<file path="config.mk">
export PLATFORM = sky130hd
export DESIGN_NAME = cod_decoder
export DESIGN_NICKNAME = d
export VERILOG_FILES = /design/src/hw/cod_pkg.sv /design/src/hw/cod_decoder.sv /design/src/hw/cod_first_byte.sv
export SDC_FILE = /design/constraint.sdc
export NUM_CORES = 1
export LEC_CHECK = 0
export BUFFER_PORTS_ARGS = -buffer_cell sky130_fd_sc_hd__buf_2
export CORE_MARGIN = 1
export CORE_UTILIZATION = 45
export DETAILED_ROUTE_END_ITERATION = 7
export PLACE_DENSITY = 0.67
export SYNTH_ARGS = -nofsm -noshare
export SYNTH_HDL_FRONTEND = slang
export SYNTH_SLANG_ARGS = --single-unit
</file>
<file path="constraint.sdc">
create_clock -name clk -period 2.4 [get_ports clk]
set_input_delay 0.24 -clock clk [delete_from_list [all_inputs] [get_ports clk]]
set_output_delay 0.24 -clock clk [all_outputs]
set_load 0.005 [all_outputs]
</file>
<file path="src/hw/cod_pkg.sv">
package cod_pkg;

   // first-byte encodings
   localparam logic [7:0] COD_B_TABLE_LOOKUP = 8'hD7;
   localparam logic [7:0] COD_B_EA_LOAD = 8'h8D;
   localparam logic [7:0] COD_B_FAR_DATA_SEG = 8'hC5;
   localparam logic [7:0] COD_B_FAR_EXTRA_SEG = 8'hC4;
   localparam logic [7:0] COD_B_FLAGS_TO_HIGH = 8'h9F;
   localparam logic [7:0] COD_B_HIGH_TO_FLAGS = 8'h9E;
   localparam logic [7:0] COD_B_FLAGS_SAVE = 8'h9C;
   localparam logic [7:0] COD_B_FLAGS_RESTORE = 8'h9D;
   localparam logic [7:0] COD_B_ASCII_SUM = 8'h37;
   localparam logic [7:0] COD_B_DECIMAL_SUM = 8'h27;
   localparam logic [7:0] COD_B_ASCII_DIFF = 8'h3F;
   localparam logic [7:0] COD_B_DECIMAL_DIFF = 8'h2F;
   localparam logic [7:0] COD_B_ASCII_PRODUCT = 8'hD4;
   localparam logic [7:0] COD_B_ASCII_QUOTIENT = 8'hD5;
   localparam logic [7:0] COD_B_BYTE_TO_WORD = 8'h98;
   localparam logic [7:0] COD_B_WORD_TO_DOUBLE = 8'h99;
   // second byte that must follow the two-byte ascii adjusts
   localparam logic [7:0] COD_ADJ_BASE_BYTE = 8'h0A;

   // field positions in the first byte and the mode byte
   localparam int COD_W_BIT = 0;
   localparam int COD_D_BIT = 1;
   localparam int COD_S_BIT = 1;
   localparam int COD_MOD_LSB = 6;
   localparam int COD_REG_LSB = 3;
   localparam int COD_RM_LSB = 0;

   // mode field values, and the rm value that with mode 00 means a direct 16-bit address
   localparam logic [1:0] COD_MOD_NO_DISP = 2'b00;
   localparam logic [1:0] COD_MOD_DISP8 = 2'b01;
   localparam logic [1:0] COD_MOD_DISP16 = 2'b10;
   localparam logic [2:0] COD_RM_DIRECT = 3'b110;

   typedef enum logic [4:0] {
      OP_NONE = 5'h00, OP_TABLE_LOOKUP = 5'h01, OP_EA_LOAD = 5'h02,
      OP_FAR_DATA_SEG = 5'h03, OP_FAR_EXTRA_SEG = 5'h04,
      OP_FLAGS_TO_HIGH = 5'h05, OP_HIGH_TO_FLAGS = 5'h06,
      OP_FLAGS_SAVE = 5'h07, OP_FLAGS_RESTORE = 5'h08,
      OP_SUM = 5'h09, OP_CARRY_SUM = 5'h0A, OP_DIFFERENCE = 5'h0B,
      OP_BORROW_DIFF = 5'h0C, OP_COMPARE = 5'h0D,
      OP_ASCII_SUM = 5'h0E, OP_DECIMAL_SUM = 5'h0F,
      OP_ASCII_DIFF = 5'h10, OP_DECIMAL_DIFF = 5'h11,
      OP_UNSIGNED_PRODUCT = 5'h12, OP_SIGNED_PRODUCT = 5'h13,
      OP_UNSIGNED_QUOTIENT = 5'h14, OP_SIGNED_QUOTIENT = 5'h15,
      OP_ASCII_PRODUCT = 5'h16, OP_ASCII_QUOTIENT = 5'h17,
      OP_BYTE_TO_WORD = 5'h18, OP_WORD_TO_DOUBLE = 5'h19
   } cod_op_t;

   typedef enum logic [2:0] {
      ST_IDLE = 3'b000, ST_MODE = 3'b001, ST_DISP_LO = 3'b010,
      ST_DISP_HI = 3'b011, ST_IMM_LO = 3'b100, ST_IMM_HI = 3'b101,
      ST_CONST = 3'b110
   } cod_state_t;

   typedef struct packed {
      cod_state_t st;
      cod_op_t op;
      logic word;
      logic regIsDest;
      logic [1:0] mode;
      logic [2:0] regSel;
      logic [2:0] rmSel;
      logic [15:0] disp;
      logic [15:0] imm;
      logic widened;
      logic hasImm;
      logic immTwo;
      logic dispTwo;
      logic valid;
      logic illegal;
   } cod_regs_t;

   localparam cod_regs_t COD_REGS_RST = cod_regs_t'('0);

endpackage : cod_pkg

</file>
<file path="src/hw/cod_decoder.sv">
module cod_decoder
(
   input wire logic clk, // cpu clock
   input wire logic sys_rst, // synchronous reset
   input wire logic inByteValid, // a fetched byte is offered
   input wire logic [7:0] inByte, // fetched instruction byte
   output cod_pkg::cod_op_t decOp, // decoded operation
   output logic decValid, // one-cycle pulse, decode complete
   output logic decIllegal, // one-cycle pulse, byte not decodable here
   output logic decWord, // 1 word operand, 0 byte operand
   output logic decRegIsDest, // register field names the destination
   output logic [1:0] decMode, // addressing form field
   output logic [2:0] decReg, // register selector field
   output logic [2:0] decRm, // operand locator field
   output logic [15:0] decDisp, // displacement, sign-extended if 8-bit
   output logic [15:0] decImm, // immediate operand
   output logic decImmWidened // immediate came from one extended byte
);
   import cod_pkg::*;

   cod_regs_t state_r;
   cod_regs_t state_nxt;
   cod_op_t fbOp;
   logic fbKnown;
   logic fbNeedMode;
   logic fbUseDir;
   logic fbGrpArith;
   logic fbNeedConst;
   logic fbAccImm;
   logic fbWordFromBit;
   logic fbFixedWord;
   logic fbFixedDest;

   cod_first_byte u_first
   (
      .firstByte(inByte),
      .opClass(fbOp),
      .known(fbKnown),
      .needMode(fbNeedMode),
      .useDirBit(fbUseDir),
      .grpArith(fbGrpArith),
      .grpMulDiv(),
      .needConst(fbNeedConst),
      .accImm(fbAccImm),
      .wordFromBit(fbWordFromBit),
      .fixedWord(fbFixedWord),
      .fixedDest(fbFixedDest)
   );

   always_comb
   begin
      logic [1:0] md;
      logic [2:0] rs;
      logic [2:0] rm;
      logic dispAny;
      logic subBad;
      md = inByte[COD_MOD_LSB +: 2];
      rs = inByte[COD_REG_LSB +: 3];
      rm = inByte[COD_RM_LSB +: 3];
      dispAny = 1'b0;
      subBad = 1'b0;
      state_nxt = state_r;
      state_nxt.valid = 1'b0;
      state_nxt.illegal = 1'b0;
      if (inByteValid)
      begin
         case (state_r.st)
            ST_IDLE:
            begin
               state_nxt.op = fbOp;
               state_nxt.word = fbWordFromBit ? inByte[COD_W_BIT] : fbFixedWord;
               state_nxt.regIsDest = fbUseDir ? inByte[COD_D_BIT] : fbFixedDest;
               state_nxt.mode = 2'b00;
               state_nxt.regSel = 3'b000;
               state_nxt.rmSel = 3'b000;
               state_nxt.disp = 16'h0000;
               state_nxt.imm = 16'h0000;
               state_nxt.widened = 1'b0;
               state_nxt.hasImm = fbGrpArith;
               // accumulator forms take a second byte when w is 1
               state_nxt.immTwo = fbGrpArith ? (inByte[COD_S_BIT:COD_W_BIT] == 2'b01)
                                             : inByte[COD_W_BIT];
               state_nxt.widened = fbGrpArith && (inByte[COD_S_BIT:COD_W_BIT] == 2'b11);
               if (!fbKnown)
                  state_nxt.illegal = 1'b1;
               else if (fbNeedConst)
                  state_nxt.st = ST_CONST;
               else if (fbNeedMode)
                  state_nxt.st = ST_MODE;
               else if (fbAccImm)
                  state_nxt.st = ST_IMM_LO;
               else
                  state_nxt.valid = 1'b1;
            end
            ST_MODE:
            begin
               state_nxt.mode = md;
               state_nxt.regSel = rs;
               state_nxt.rmSel = rm;
               // group bytes leave op at none until this byte names it; hasImm marks the immediate group
               if (state_r.hasImm)
               begin
                  case (rs)
                     3'b000: state_nxt.op = OP_SUM;
                     3'b010: state_nxt.op = OP_CARRY_SUM;
                     3'b101: state_nxt.op = OP_DIFFERENCE;
                     3'b011: state_nxt.op = OP_BORROW_DIFF;
                     3'b111: state_nxt.op = OP_COMPARE;
                     default: subBad = 1'b1;
                  endcase
               end
               else if (state_r.op == OP_NONE)
               begin
                  case (rs)
                     3'b100: state_nxt.op = OP_UNSIGNED_PRODUCT;
                     3'b101: state_nxt.op = OP_SIGNED_PRODUCT;
                     3'b110: state_nxt.op = OP_UNSIGNED_QUOTIENT;
                     3'b111: state_nxt.op = OP_SIGNED_QUOTIENT;
                     default: subBad = 1'b1;
                  endcase
               end
               dispAny = (md == COD_MOD_DISP8) || (md == COD_MOD_DISP16)
                         || ((md == COD_MOD_NO_DISP) && (rm == COD_RM_DIRECT));
               state_nxt.dispTwo = (md != COD_MOD_DISP8);
               // other group sub-fields are refused with an illegal pulse and a return to ST_IDLE
               if (subBad)
               begin
                  state_nxt.illegal = 1'b1;
                  state_nxt.st = ST_IDLE;
               end
               else if (dispAny)
                  state_nxt.st = ST_DISP_LO;
               else if (state_r.hasImm)
                  state_nxt.st = ST_IMM_LO;
               else
               begin
                  state_nxt.valid = 1'b1;
                  state_nxt.st = ST_IDLE;
               end
            end
            ST_DISP_LO:
            begin
               state_nxt.disp = {{8{inByte[7]}}, inByte};
               if (state_r.dispTwo)
                  state_nxt.st = ST_DISP_HI;
               else if (state_r.hasImm)
                  state_nxt.st = ST_IMM_LO;
               else
               begin
                  state_nxt.valid = 1'b1;
                  state_nxt.st = ST_IDLE;
               end
            end
            ST_DISP_HI:
            begin
               state_nxt.disp[15:8] = inByte;
               if (state_r.hasImm)
                  state_nxt.st = ST_IMM_LO;
               else
               begin
                  state_nxt.valid = 1'b1;
                  state_nxt.st = ST_IDLE;
               end
            end
            ST_IMM_LO:
            begin
               state_nxt.imm = state_r.widened ? {{8{inByte[7]}}, inByte} : {8'h00, inByte};
               if (state_r.immTwo)
                  state_nxt.st = ST_IMM_HI;
               else
               begin
                  state_nxt.valid = 1'b1;
                  state_nxt.st = ST_IDLE;
               end
            end
            ST_IMM_HI:
            begin
               state_nxt.imm[15:8] = inByte;
               state_nxt.valid = 1'b1;
               state_nxt.st = ST_IDLE;
            end
            ST_CONST:
            begin
               // a wrong base byte is flagged rather than decoded as another base
               state_nxt.valid = (inByte == COD_ADJ_BASE_BYTE);
               state_nxt.illegal = (inByte != COD_ADJ_BASE_BYTE);
               state_nxt.st = ST_IDLE;
            end
            default:
               state_nxt.st = ST_IDLE;
         endcase
      end
   end

   always_ff @(posedge clk)
   begin
      if (sys_rst)
         state_r <= COD_REGS_RST;
      else
         state_r <= state_nxt;
   end

   assign decOp = state_r.op;
   assign decValid = state_r.valid;
   assign decIllegal = state_r.illegal;
   assign decWord = state_r.word;
   assign decRegIsDest = state_r.regIsDest;
   assign decMode = state_r.mode;
   assign decReg = state_r.regSel;
   assign decRm = state_r.rmSel;
   assign decDisp = state_r.disp;
   assign decImm = state_r.imm;
   assign decImmWidened = state_r.widened;

   logic idleIn;
   assign idleIn = inByteValid && (state_r.st == ST_IDLE);
endmodule : cod_decoder

</file>
<file path="src/hw/cod_first_byte.sv">
module cod_first_byte
(
   input wire logic [7:0] firstByte, // first instruction byte
   output cod_pkg::cod_op_t opClass, // operation for fixed forms
   output logic known, // byte belongs to this decoder
   output logic needMode, // a mode byte follows
   output logic useDirBit, // d bit picks the register role
   output logic grpArith, // immediate group, sub-field picks op
   output logic grpMulDiv, // multiply/divide group
   output logic needConst, // a fixed base byte follows
   output logic accImm, // immediate-to-accumulator form
   output logic wordFromBit, // w bit picks the operand size
   output logic fixedWord, // size when there is no w bit
   output logic fixedDest // register role when there is no d bit
);
   import cod_pkg::*;

   always_comb
   begin
      opClass = OP_NONE;
      known = 1'b1;
      needMode = 1'b0;
      useDirBit = 1'b0;
      grpArith = 1'b0;
      grpMulDiv = 1'b0;
      needConst = 1'b0;
      accImm = 1'b0;
      wordFromBit = 1'b0;
      fixedWord = 1'b0;
      fixedDest = 1'b0;
      casez (firstByte)
         COD_B_TABLE_LOOKUP: opClass = OP_TABLE_LOOKUP;
         COD_B_EA_LOAD:
         begin
            opClass = OP_EA_LOAD;
            needMode = 1'b1;
            fixedWord = 1'b1;
            fixedDest = 1'b1;
         end
         COD_B_FAR_DATA_SEG, COD_B_FAR_EXTRA_SEG:
         begin
            opClass = firstByte[0] ? OP_FAR_DATA_SEG : OP_FAR_EXTRA_SEG;
            needMode = 1'b1;
            fixedWord = 1'b1;
            fixedDest = 1'b1;
         end
         COD_B_FLAGS_TO_HIGH: opClass = OP_FLAGS_TO_HIGH;
         COD_B_HIGH_TO_FLAGS: opClass = OP_HIGH_TO_FLAGS;
         COD_B_FLAGS_SAVE, COD_B_FLAGS_RESTORE:
         begin
            opClass = firstByte[0] ? OP_FLAGS_RESTORE : OP_FLAGS_SAVE;
            fixedWord = 1'b1;
         end
         8'b0000_00??, 8'b0001_00??, 8'b0010_10??, 8'b0001_10??, 8'b0011_10??:
         begin
            // register/memory with register forms
            case (firstByte[5:3])
               3'b000: opClass = OP_SUM;
               3'b010: opClass = OP_CARRY_SUM;
               3'b101: opClass = OP_DIFFERENCE;
               3'b011: opClass = OP_BORROW_DIFF;
               default: opClass = OP_COMPARE;
            endcase
            needMode = 1'b1;
            useDirBit = 1'b1;
            wordFromBit = 1'b1;
         end
         8'b0000_010?, 8'b0001_010?, 8'b0010_110?, 8'b0001_110?, 8'b0011_110?:
         begin
            case (firstByte[5:3])
               3'b000: opClass = OP_SUM;
               3'b010: opClass = OP_CARRY_SUM;
               3'b101: opClass = OP_DIFFERENCE;
               3'b011: opClass = OP_BORROW_DIFF;
               default: opClass = OP_COMPARE;
            endcase
            accImm = 1'b1;
            wordFromBit = 1'b1;
         end
         8'b1000_00??:
         begin
            grpArith = 1'b1;
            needMode = 1'b1;
            wordFromBit = 1'b1;
         end
         8'b1111_011?:
         begin
            grpMulDiv = 1'b1;
            needMode = 1'b1;
            wordFromBit = 1'b1;
         end
         COD_B_ASCII_SUM: opClass = OP_ASCII_SUM;
         COD_B_DECIMAL_SUM: opClass = OP_DECIMAL_SUM;
         COD_B_ASCII_DIFF: opClass = OP_ASCII_DIFF;
         COD_B_DECIMAL_DIFF: opClass = OP_DECIMAL_DIFF;
         COD_B_ASCII_PRODUCT, COD_B_ASCII_QUOTIENT:
         begin
            opClass = firstByte[0] ? OP_ASCII_QUOTIENT : OP_ASCII_PRODUCT;
            needConst = 1'b1;
         end
         COD_B_BYTE_TO_WORD: opClass = OP_BYTE_TO_WORD;
         COD_B_WORD_TO_DOUBLE:
         begin
            opClass = OP_WORD_TO_DOUBLE;
            fixedWord = 1'b1;
         end
         default: known = 1'b0;
      endcase
   end

endmodule : cod_first_byte

</file>
==> impl_results.md <==
- Worst setup SP type: flop
- Final TNS setup: 0 ns
- Sequential fraction of the synthesis area: 33.15%
- Leakage: 1.474 nW
- Min-delay src: inByteValid
- Number of global-route vias before repair: 2,770
- Commonest non-fill, non-tap cells in the layout: buf_2 (60), a21oi_1 (57), dfxtp_1 (56)
- Drc violations: 0
- Worst Setup SP: decOp[0]
- Internal: 1.405 mW
- Flop pwr share: 49.4%
- Via count: 3,204
- IO Count: 61
- Gr usage total: 23.06%
- Yosys Warn Count: 0
- Minimum clock period: 2.203 ns
- Pin slew with the least headroom to its limit: 1.248 ns
- Post-Syn Nets: 456
- Post-Layout Cell Count: 558
- Max FO, Critical Path: 9
- Clk slew on worst S/H paths: 0.10 ns
- Crit Path Class: reg2reg
- Initial Utilization: 46.63%
- Port buffer count: 60
- Placed cells: 550
- Comb pwr share: 18.2%
- Maximum root-to-sink buffer count: 2
- Largest net degree at the start of global routing: 27
- Sink Count: 56
- CP Capture Type: flop
- Most common cell after layout, fill and taps aside: buf_2
- Post-CTS setup buffers: 0
- DR pass1 iterations: 5
- TritonCTS clock tree: built
- Worst Hold Class: in2reg
- H-tree lvl count: 2
- Post-route cell area: 3600 sq um
- EDFF count, synth: 0
- Sw frac: 28.75%
- Area Overhead vs Synth: 6.437%
- Hold path cells: 3
- Share of cells above drive strength 1: 22.88%
- Final Skew: 0.01090 ns
- Count of pins over their slew limit: 0
- Vias per inst: 5.742
- Period utilization: 91.77%
- Area of the multi-input gates: 1718 sq um
- Data arrival time of the worst path: 2.40 ns
- RSZ-0062 raised after global routing: false
- Worst slew margin: 16.17%
- FF-to-FF Start: decOp[0]
- Net Sw Power: 0.5669 mW
- Die extent in y: 88.69 um
- Hold buffer count at CTS: 0
- Path depth of the worst reg2reg path: 6
- Total power: 1.972 mW
- Final setup vio count: 0
- Syn Area/Cell: 7.669 sq um
- Rows: 31
- Initial antenna violation count: 0
- Mapped cell area: 3382 sq um
- Synth Instances: 441
- Core Footprint: 7253 sq um
- Seq. cell area: 1121 sq um
- Antenna diodes: 0
- FILL cells: 734
- Die Area: 7866 sq um
- Post-CTS Resized: 0
- Data required, critical path: 2.60 ns
- Worst VDD drop: 0.2895 mV
- Worst hold margin: 0.2347 ns
- Ys async rst share: 0%
- Die width: 88.69 um
- Grt ovf: 0
- Hold Vio Cnt, Final: 0
- DP HPWL: 6.286 mm
- #FFs+latches synth: 56
- Final nets: 473
- PwrDens: 547.8 nW/um^2
- Post-route ant nets: 0
- Clock Power Share: 32.3%
- Num CTS Buffers: 5
- DP Area: 3488 sq um
- FMAX: 454.0 MHz
- WL/cell: 15.94 um
- Cell variety after synth: 63
- Gpl congestion: 0.9436
- Post-synth top flop: dfxtp_1
- Drt total wl: 8.896 mm
- Clock Latency Late Sink: 0.32 ns
- First-pass GRT wire length: 13.90 mm
- Outcome: finished clean
- Root Buffer: clkbuf_8
- # Max-Cap Violations: 0
- 1st-iter DRT viols: 339
-- state kept, by name, indices dropped and copies added (netlist names) --
name / count
decValid: 1
decRm: 3
decDisp: 16
decMode: 2
decWord: 1
decImmWidened: 1
state_r: 6
decReg: 3
decRegIsDest: 1
decIllegal: 1
decImm: 16
decOp: 5
-- power groups by stage --
stage	Combinational, mW	Clock (mW)	Sequential [mW]
detailed placement	0.352	0	0.996
CTS	0.354	0.645	0.975
finish	0.360	0.637	0.975
global route	0.393	0.679	0.979
floorplan	0.262	0	0.996
global placement	0.352	0	0.996
-- metrics by stage --
stage / setup slack [ns] / util [%]
4_1_cts: 0.1977 / 49.63
3_3_place_gp: 0.1536 / 48.09
5_1_grt: 0.08142 / 49.63
2_1_floorplan: 0.3511 / -
6_report: 0.1974 / 49.63
3_5_place_dp: 0.1665 / 48.09
-- cell type report --
type,count,share of cell area (%)
clock buffer,6,2.016
clock inverter,2,1.078
inverter,12,1.251
multi-input combinational,299,47.72
sequential,56,31.14
tap,99,3.441
timing repair buffer,84,13.35
-- logic make-up (layout without fill, tap and decap cells) --
logic type      Yosys count  in the layout  share of synthesized area, %
flops                    56             56                         33.15
compound gates          124            124                         23.75
mux                       5              5                         1.517
buf+inv                  86            104                         16.06
fa+ha+maj                 4              4                         1.480
simple gates            166            166                         24.05
-- final timing paths --
path                 to  slack [ns]
max            decOp[1]        0.20
min            decValid        0.23
max reg2reg    decOp[1]        0.20
min reg2reg  decDisp[3]        0.45
-- routing by layer --
metal,vias up,global-route usage [%],share of wire [%]
met5,-,0,0
met4,0,7.625,2.2
met3,26,4.104,7.2
met2,140,36.01,45
met1,1479,32.13,46
li1,1559,-,-
-- worst max-delay path, cell delays in order (launching register included) --
cell and delay [ns]:
dfxtp_1 0.34, or4_4 0.56, or4b_1 0.56, a31oi_4 0.32, nor2b_1 0.08, a31oi_1 0.16, o21ai_1 0.07
-- cells in the mapped netlist (2+ instances only) --
cell       count  area, sq um
nor2_1        54        202.7
clkbuf_1      19        71.32
nor3b_1        3        22.52
nor3_1        13        65.06
nand2b_1       8        50.05
o21ai_0       14        70.07
mux2i_1        4        40.04
a221oi_1       2        17.52
nand2_1       39        146.4
a31oi_1        9        56.30
buf_4         45        337.8
nor2b_1        4        25.02
a22oi_1        8        60.06
a311oi_1       2        17.52
or3_1          2        12.51
o22ai_1        4        25.02
buf_2          3        15.01
a2111oi_0      2        17.52
a32o_1         2        20.02
a21oi_1       57        285.3
a32oi_1        2        17.52
nand3_1       24        120.1
buf_6          4        45.04
or4_1          3        22.52
nor4_1         2        12.51
inv_1         11        41.29
o31ai_1        4        30.03
ha_1           4        50.05
o21ai_1        4        20.02
dfxtp_1       56         1121
No activity file was read; power rests on OpenSTA's default activity.
